## src/core/spmc_consts.svh

```systemverilog
// constants for the spi master/slave core
`ifndef SPMC_CONSTS_SVH
`define SPMC_CONSTS_SVH
`define SPMC_BITS 8
`define SPMC_CNT_W 3
`define SPMC_LAST_BIT 3'h7
`define SPMC_DIV_W 7
`define SPMC_RESET_BYTE 8'h00
`define SPMC_CLK_NS 4
`define SPMC_SYNC_W 3
`endif

```

## src/core/spmc_pkg.sv

```systemverilog
// types for the spi master/slave core
package spmc_pkg;
    typedef enum logic [1:0] {
        SPMC_IDLE = 2'b00,
        SPMC_LEAD = 2'b01,
        SPMC_TRAIL = 2'b10
    } spmc_state_t;
    typedef logic [7:0] spmc_byte_t;
endpackage

```

## src/core/spmc_sync.sv

```systemverilog
// three-stage input synchroniser with agreement filter
`timescale 1ns/1ps
`include "spmc_consts.svh"
module spmc_sync (
    input wire logic clk,
    input wire logic rst_n,
    input wire logic async_in,
    input wire logic reset_level,
    output logic level_q
);
    logic s1_q;
    logic s2_q;
    logic s3_q;
    // s1 only feeds s2 to keep metastability away from the compare
    // stages reset to the pin's idle level so no false edge follows reset
    always_ff @(posedge clk) begin
        if (!rst_n) begin
            s1_q <= reset_level;
            s2_q <= reset_level;
            s3_q <= reset_level;
        end else begin
            s1_q <= async_in;
            s2_q <= s1_q;
            s3_q <= s2_q;
        end
    end
    always_ff @(posedge clk) begin
        if (!rst_n) begin
            level_q <= reset_level;
        end else if (s2_q == s3_q) begin
            level_q <= s2_q;
        end
    end
endmodule

```

## src/core/spmc_core.sv

```systemverilog
// spi master/slave byte engine with pin direction control
`timescale 1ns/1ps
`include "spmc_consts.svh"
// Functional notes
// - one 8-bit shift register shifts out and in together
// - data write loads shifter in normal mode, transmit buffer in buffered mode
// - data read gives first receive buffer normally, second when buffered
// - master makes sck itself; slave synchronises incoming sck and samples it
// - master lowers slave select then clocks; both preload outgoing bytes
// - mosi carries master to slave, miso slave to master, full duplex
// - enabled: slave forces mosi, sck, ss inputs; master forces miso input
// - user-directed pins output block values when set as outputs
// - slave drives miso only while ss low when miso set as output
// - master data write starts clock generator and eight-bit transfer
// - master sets transfer done flag after shifting out a byte
// - prescaler with double bit gives seven rates, fastest clk/2
// - bit order select picks lsb or msb first
// - ignore bit makes master disregard ss, no multimaster detection
// - runs while debugging, halts while cpu is halted
// - master with ss input low drops to slave and sets flag
// - normal-mode master data write during transfer sets write collision flag; slave writes never set it
// - slave ss high resets transfer at once, partial byte lost
module spmc_core (
    input wire logic clk,
    input wire logic rst_n,
    input wire logic enable_bit,
    input wire logic master_set,
    input wire logic master_clear_req,
    input wire logic [1:0] rate_divider_field,
    input wire logic rate_double_bit,
    input wire logic bit_order_select,
    input wire logic buffering_on_bit,
    input wire logic select_pin_ignore_bit,
    input wire logic debug_halt,
    input wire logic data_wr,
    input wire logic [7:0] data_wdata,
    input wire logic flag_clear,
    input wire logic [3:0] port_dir_out,
    input wire logic mosi_in,
    input wire logic miso_in,
    input wire logic sck_in,
    input wire logic ss_in,
    output logic master_q,
    output logic [7:0] data_rdata_q,
    output logic transfer_done_flag_q,
    output logic write_collision_flag_q,
    output logic busy_q,
    output logic mosi_out_q,
    output logic mosi_oe_q,
    output logic miso_out_q,
    output logic miso_oe_q,
    output logic sck_out_q,
    output logic sck_oe_q,
    output logic ss_out_q,
    output logic ss_oe_q
);
    spmc_pkg::spmc_state_t state_q;
    spmc_pkg::spmc_byte_t shift_q;
    spmc_pkg::spmc_byte_t txbuf_q;
    spmc_pkg::spmc_byte_t rx1_q;
    spmc_pkg::spmc_byte_t rx2_q;
    logic txbuf_full_q;
    logic [`SPMC_CNT_W-1:0] bit_cnt_q;
    logic [`SPMC_DIV_W-1:0] div_cnt_q;
    logic sck_s;
    logic ss_s;
    logic mosi_s;
    logic miso_s;
    logic sck_prev_q;
    logic ss_prev_q;
    logic run;
    logic sample_in;

    // pin inputs pass three flops and take a new level once the last two stages agree
    spmc_sync u_sck (.clk(clk), .rst_n(rst_n), .async_in(sck_in),
        .reset_level(1'b0), .level_q(sck_s));
    spmc_sync u_ss (.clk(clk), .rst_n(rst_n), .async_in(ss_in),
        .reset_level(1'b1), .level_q(ss_s));
    spmc_sync u_mosi (.clk(clk), .rst_n(rst_n), .async_in(mosi_in),
        .reset_level(1'b0), .level_q(mosi_s));
    spmc_sync u_miso (.clk(clk), .rst_n(rst_n), .async_in(miso_in),
        .reset_level(1'b0), .level_q(miso_s));

    // half-period in clk cycles: 1,2,4,8,16,32 then 128 (seven rates)
    function automatic logic [`SPMC_DIV_W-1:0] half_period(input logic [1:0] sel,
                                                           input logic dbl);
        logic [3:0] sh;
        // the slowest setting ignores the double bit, leaving seven rates
        sh = {1'b0, sel, 1'b0} + 4'h1 - {3'h0, dbl && (sel != 2'h3)};
        half_period = 7'h01 << sh[2:0];
        half_period = half_period - 7'h01;
    endfunction

    // next outgoing bit for the chosen bit order
    function automatic logic out_bit(input spmc_pkg::spmc_byte_t v, input logic lsb);
        out_bit = lsb ? v[0] : v[7];
    endfunction

    assign run = enable_bit && !debug_halt;

    logic ss_fall;
    logic sck_rise;
    logic sck_fall;
    logic mm_lost;
    logic slave_sel;
    logic div_hit;
    assign ss_fall = ss_prev_q && !ss_s;
    assign sck_rise = !sck_prev_q && sck_s;
    assign sck_fall = sck_prev_q && !sck_s;
    assign slave_sel = !ss_s;
    // multimaster loss only when ss is an input and not ignored
    assign mm_lost = run && master_q && !select_pin_ignore_bit
                     && !port_dir_out[3] && !ss_s;
    assign div_hit = (div_cnt_q == half_period(rate_divider_field, rate_double_bit));
    assign sample_in = master_q ? (state_q == spmc_pkg::SPMC_LEAD && div_hit)
                                : (slave_sel && sck_rise);
    // select drops on the start edge so it leads the first sck rise
    logic start_req;
    assign start_req = run && master_q && !mm_lost && state_q == spmc_pkg::SPMC_IDLE
                       && data_wr && !busy_q;

    always_ff @(posedge clk) begin
        if (!rst_n) begin
            sck_prev_q <= 1'b0;
            ss_prev_q <= 1'b1;
        end else begin
            sck_prev_q <= sck_s;
            ss_prev_q <= ss_s;
        end
    end

    always_ff @(posedge clk) begin
        if (!rst_n) begin
            master_q <= 1'b0;
        end else if (mm_lost || master_clear_req) begin
            master_q <= 1'b0;
        end else if (master_set) begin
            master_q <= 1'b1;
        end
    end

    always_ff @(posedge clk) begin
        if (!rst_n) begin
            div_cnt_q <= 7'h00;
        end else if (!master_q || state_q == spmc_pkg::SPMC_IDLE || div_hit || !run) begin
            div_cnt_q <= 7'h00;
        end else begin
            div_cnt_q <= div_cnt_q + 7'h01;
        end
    end

    // transfer engine: sck low in lead half, high in trail half (sample on rise)
    always_ff @(posedge clk) begin
        if (!rst_n) begin
            state_q <= spmc_pkg::SPMC_IDLE;
            shift_q <= `SPMC_RESET_BYTE;
            txbuf_q <= `SPMC_RESET_BYTE;
            txbuf_full_q <= 1'b0;
            bit_cnt_q <= 3'h0;
            rx1_q <= `SPMC_RESET_BYTE;
            rx2_q <= `SPMC_RESET_BYTE;
            sck_out_q <= 1'b0;
            busy_q <= 1'b0;
        end else if (!enable_bit || mm_lost || (!master_q && ss_s)) begin
            state_q <= spmc_pkg::SPMC_IDLE;
            bit_cnt_q <= 3'h0;
            sck_out_q <= 1'b0;
            busy_q <= 1'b0;
            if (data_wr && !buffering_on_bit) begin
                shift_q <= data_wdata;
            end
        end else if (run) begin
            if (data_wr) begin
                if (buffering_on_bit) begin
                    txbuf_q <= data_wdata;
                    txbuf_full_q <= 1'b1;
                end else if (!busy_q) begin
                    shift_q <= data_wdata;
                end
            end
            if (master_q && state_q == spmc_pkg::SPMC_IDLE && data_wr
                && (!busy_q || buffering_on_bit)) begin
                state_q <= spmc_pkg::SPMC_LEAD;
                busy_q <= 1'b1;
            end else if (!master_q && state_q == spmc_pkg::SPMC_IDLE && slave_sel) begin
                state_q <= spmc_pkg::SPMC_LEAD;
            end
            if (sample_in) begin
                // one bit out and one in at once, direction by bit order
                if (bit_order_select) begin
                    shift_q <= {master_q ? miso_s : mosi_s, shift_q[7:1]};
                end else begin
                    shift_q <= {shift_q[6:0], master_q ? miso_s : mosi_s};
                end
                bit_cnt_q <= bit_cnt_q + 3'h1;
                if (master_q) begin
                    sck_out_q <= 1'b1;
                    state_q <= spmc_pkg::SPMC_TRAIL;
                end
                if (bit_cnt_q == `SPMC_LAST_BIT) begin
                    rx1_q <= bit_order_select ? {master_q ? miso_s : mosi_s, shift_q[7:1]}
                                              : {shift_q[6:0], master_q ? miso_s : mosi_s};
                    rx2_q <= rx1_q;
                end
            end else if (master_q && state_q == spmc_pkg::SPMC_TRAIL && div_hit) begin
                sck_out_q <= 1'b0;
                if (bit_cnt_q == 3'h0) begin
                    if (buffering_on_bit && txbuf_full_q) begin
                        shift_q <= txbuf_q;
                        txbuf_full_q <= 1'b0;
                        state_q <= spmc_pkg::SPMC_LEAD;
                    end else begin
                        state_q <= spmc_pkg::SPMC_IDLE;
                        busy_q <= 1'b0;
                    end
                end else begin
                    state_q <= spmc_pkg::SPMC_LEAD;
                end
            end
        end
    end

    logic byte_done;
    assign byte_done = run && sample_in && bit_cnt_q == `SPMC_LAST_BIT;

    // hardware set wins over a clear in the same cycle
    always_ff @(posedge clk) begin
        if (!rst_n) begin
            transfer_done_flag_q <= 1'b0;
        end else if (byte_done || mm_lost) begin
            transfer_done_flag_q <= 1'b1;
        end else if (flag_clear) begin
            transfer_done_flag_q <= 1'b0;
        end
    end

    always_ff @(posedge clk) begin
        if (!rst_n) begin
            write_collision_flag_q <= 1'b0;
        end else if (run && data_wr && !buffering_on_bit && busy_q) begin
            write_collision_flag_q <= 1'b1;
        end else if (flag_clear) begin
            write_collision_flag_q <= 1'b0;
        end
    end

    always_ff @(posedge clk) begin
        if (!rst_n) begin
            data_rdata_q <= `SPMC_RESET_BYTE;
        end else begin
            data_rdata_q <= buffering_on_bit ? rx2_q : rx1_q;
        end
    end

    // port_dir_out bits: 0 mosi, 1 miso, 2 sck, 3 ss
    always_ff @(posedge clk) begin
        if (!rst_n) begin
            mosi_out_q <= 1'b0;
            mosi_oe_q <= 1'b0;
            miso_out_q <= 1'b0;
            miso_oe_q <= 1'b0;
            sck_oe_q <= 1'b0;
            ss_out_q <= 1'b1;
            ss_oe_q <= 1'b0;
        end else begin
            mosi_out_q <= out_bit(shift_q, bit_order_select);
            miso_out_q <= out_bit(shift_q, bit_order_select);
            ss_out_q <= !(busy_q || start_req);
            if (!enable_bit) begin
                mosi_oe_q <= port_dir_out[0];
                miso_oe_q <= port_dir_out[1];
                sck_oe_q <= port_dir_out[2];
                ss_oe_q <= port_dir_out[3];
            end else if (master_q) begin
                mosi_oe_q <= port_dir_out[0];
                miso_oe_q <= 1'b0;
                sck_oe_q <= port_dir_out[2];
                ss_oe_q <= port_dir_out[3];
            end else begin
                mosi_oe_q <= 1'b0;
                miso_oe_q <= port_dir_out[1] && slave_sel;
                sck_oe_q <= 1'b0;
                ss_oe_q <= 1'b0;
            end
        end
    end
endmodule

```

## config.mk

```make
export PLATFORM = sky130hd
export DESIGN_NAME = spmc_core
export DESIGN_NICKNAME = d
export VERILOG_FILES = /design/src/core/spmc_pkg.sv /design/src/core/spmc_sync.sv /design/src/core/spmc_core.sv
export VERILOG_INCLUDE_DIRS = /design/src /design/src/core
export SDC_FILE = /design/constraint.sdc
export NUM_CORES = 1
export LEC_CHECK = 0
export ABC_AREA = 1
export BUFFER_PORTS_ARGS = -buffer_cell sky130_fd_sc_hd__buf_4
export CORE_ASPECT_RATIO = 0.6
export CORE_MARGIN = 2
export CORE_UTILIZATION = 64
export CTS_BUF_LIST = sky130_fd_sc_hd__clkbuf_4 sky130_fd_sc_hd__clkbuf_8
export DETAILED_ROUTE_END_ITERATION = 10
export HOLD_SLACK_MARGIN = 0.06
export PLACE_DENSITY = 0.89
export RECOVER_POWER = 100
export SLEW_MARGIN = 25
export SYNTH_ARGS = -nofsm -noshare
export SYNTH_HDL_FRONTEND = slang
export SYNTH_SLANG_ARGS = --single-unit
```

## constraint.sdc

```tcl
create_clock -name clk -period 4.1 [get_ports clk]
set_input_delay 0.205 -clock clk [delete_from_list [all_inputs] [get_ports clk]]
set_output_delay 0.205 -clock clk [all_outputs]
set_load 0.005 [all_outputs]
```

==> flow_metrics.py <==
metrics = {
    "cts": {
        "cts_buffer_depth": 2,
        "clock_latency_ps": 370,
        "path_clk_slew_ps": 90,
        "cts_tree": "done",
        "cts_max_level": 3,
        "clock_sinks": 81,
        "clock_tree.root_cell": "clkbuf_8",
        "numCtsBuffers": 9,
    },
    "final_layout": {
        "diodes": 0,
        "syn_to_final_growth_pct": 16.6,
        "n_fill_cell": 423,
        "layout-drive-gt1-share_pct": 10.9,
        "final_nets": 655,
        "finish.utilization_pct": 78.4,
        "final_common_cell": "nand2_1",
        "final_cell_mix": "nand2_1, dfxtp_1, inv_1, o21ai_0, a21oi_1",
    },
    "logic_synthesis": {
        "yosys_register_bits": 81,
        "synth_warnings": 0,
        "syn_nets": 605,
        "synthSimpleGateAreaFrac_pct": 27.1,
        "async_flop_share_pct": 0,
        "synth-compound-area-share_pct": 17.7,
        "synthCells": 571,
        "syn_area_per_cell_um2": 6.65,
        "synth_edf_count": 0,
        "synthFlopType": "dfxtp_1",
        "synth_seq_area_share_pct": 42.7,
        "syn_area_um2": 3800,
        "synthAdderAreaFrac_pct": 1.32,
        "yosys.area_share.xor_xnor_pct": 1.15,
        "synth_mux_area_share_pct": 0.264,
        "synth_top_family_by_area": "simple AND/OR/NAND/NOR gates",
        "synth.distinct_cells": 30,
    },
    "drt": {
        "ant_nets": 0,
        "drc": 0,
        "avgRoutedWirePerCell_um": 14.2,
        "vias": 3824,
        "firstDrtPassIters": 5,
        "drt-vias-per-instance": 5.42,
        "routed_wl_um": 10000,
        "drt_iter0_drc": 375,
    },
    "floorplanning": {
        "die_area_um2": 6590,
        "start_util_pct": 67.2,
        "row_count": 21,
        "die_w_um": 103,
        "core_um2": 5650,
        "fp.dieH_um": 63.7,
        "io_pins": 50,
    },
    "critical_path": {
        "slowest_stage": "clkbuf_1",
        "crit_arrival_ps": 3170,
        "crit_required_ps": 4410,
        "path_common_cell": "inv_1",
        "cp_max_fo": 60,
        "path_class": "in2reg",
        "startpoint_type": "primary input",
        "cp_top_family": "buffers and inverters",
        "crit_chain": "clkbuf_1 -> inv_1 -> nor2_1 -> inv_1 -> a21oi_1 -> o21a_1",
        "max_stage_delay_ps": 1500,
        "worst-path-buf-inv": 3,
        "worstSetupEndpointType": "flop",
        "rrSetupSlack_ps": 1270,
    },
    "outcome": {
        "violations": "capacitance limit, slew limit",
        "status": "finished with violations",
    },
    "placement": {
        "dp_hpwl_um": 6890,
        "globalplace.congestion": 0.942,
        "portBuffers": 49,
    },
    "sta": {
        "period_needed_ps": 2860,
        "finalSetupViolations": 0,
        "tightest_slew_ps": 2140,
        "hold_viol": 0,
        "slew_violations": 61,
        "relSlewSlack_pct": -42.9,
        "whs_ps": 69.1,
        "finClkSkew_ps": 8.81,
        "post-route-period-util_pct": 69.8,
        "fmax_mhz": 350,
        "totalNegativeSetupSlack_ps": 0,
        "rsz0062_at_grt": "no",
    },
    "pwr": {
        "power_switching_mw": 0.438,
        "sw_frac_of_total_pct": 28.4,
        "p_clk_share_pct": 36.7,
        "p_seq_share_pct": 53.0,
        "p_comb_share_pct": 10.3,
        "irDropWorstVdd_uv": 292,
        "power_density_nw_per_um2": 349,
        "total_power_mw": 1.54,
        "leakage_nw": 2.03,
        "internal_power_mw": 1.11,
    },
    "global_route": {
        "grt_pass1_wl_um": 16500,
        "gr-total-overflow": 0,
        "grt_usage_pct": 32.7,
        "grt_pass1_vias": 3506,
        "antenna_found_initial": 0,
        "grt_max_degree": 61,
    },
    "worst_hold_path": {
        "hold_class": "in2reg",
    },
    "flow_run": {
        "drv_cap": 1,
    },
}
flip-flops by register name, indices dropped and copies added (netlist names), 2 cells and up:
register / flops
bit_cnt_q: 3
shift_q: 8
rx2_q: 8
rx1_q: 8
state_q: 2
txbuf_q: 8
div_cnt_q: 7
data_rdata_q: 8
cell type report:
| class | count | area, um^2 | area share (%) |
|---|---|---|---|
| inverter | 74 | 278 | 6.27 |
| sequential | 81 | 1620 | 36.6 |
| multi-input combinational | 398 | 1800 | 40.6 |
| clock inverter | 7 | 71.3 | 1.61 |
| clock buffer | 9 | 124 | 2.80 |
| tap | 80 | 100 | 2.26 |
| timing repair buffer | 57 | 437 | 9.86 |
worst register-to-register path: stages (launching register included):
cell and delay [ps]:
dfxtp_1 570, inv_1 150, a21oi_1 220, nand2_1 150
nor2_1 250, nand3_1 750, o21ai_0 520, a21oi_1 80
metrics by stage:
stage / setup WS, ps / instances / instance area [um^2]
after global placement: 1790 / 682 / 4170
after floorplan: 2460 / 571 / 3800
after detailed placement: 1760 / 682 / 4170
after CTS: 1690 / 706 / 4450
after global routing: 915 / 706 / 4430
final: 1240 / 706 / 4430
cells in the mapped netlist, drive strengths merged (2+ instances only):
cell type / n / area [um^2]
a21oi: 58 / 290
nor3: 5 / 30.0
inv: 72 / 270
o21ai: 68 / 340
ha: 4 / 50.1
or2: 3 / 18.8
nand2: 195 / 734
xor2: 3 / 26.3
xnor2: 2 / 17.5
clkbuf: 7 / 26.3
nor2: 30 / 113
dfxtp: 81 / 1620
buf: 11 / 66.3
clkinv: 2 / 7.51
nand3: 20 / 110
nand4: 3 / 18.8
repair_timing:
| action | 4_1_cts | 5_1_grt |
|---|---|---|
| resized for setup | 0 | 0 |
| hold endpoints to repair | 8 | 0 |
| hold buffers | 8 | 0 |
| buffers inserted | 0 | 0 |
per-layer routing:
metal	vias to the layer above	global-route usage, %	wire (um)
met5	-	0	0
met4	0	12.0	199
met3	19	10.4	1040
met2	200	48.7	4280
met1	1692	44.3	4500
li1	1913	-	-
power by group through the flow:
stage | registers (mW) | logic, mW | clock network (mW)
final | 0.819 | 0.158 | 0.567
after global routing | 0.820 | 0.178 | 0.613
after CTS | 0.817 | 0.155 | 0.572
after detailed placement | 0.836 | 0.148 | 0
after global placement | 0.835 | 0.144 | 0
after floorplan | 0.831 | 0.0912 | 0
cells by family after synthesis:
group / count (synthesis)
AO/OA/AOI/OAI: 131
adder cells (fa/ha/maj): 4
XOR/XNOR: 5
multiplexers: 1
flip-flops: 81
buffers and inverters: 92
AND/OR/NAND/NOR: 257
final timing paths:
path / from / end / cells after the start
worst min-delay path: port_dir_out[1] / miso_oe_q / 3
worst max-delay path: rst_n / state_q[0] / 6
worst max register to register: master_q / rx2_q[4] / 7
worst min register to register: u_sck.s1_q / u_sck.s2_q / 2
Note: power is estimated with default switching activity, not from simulation.
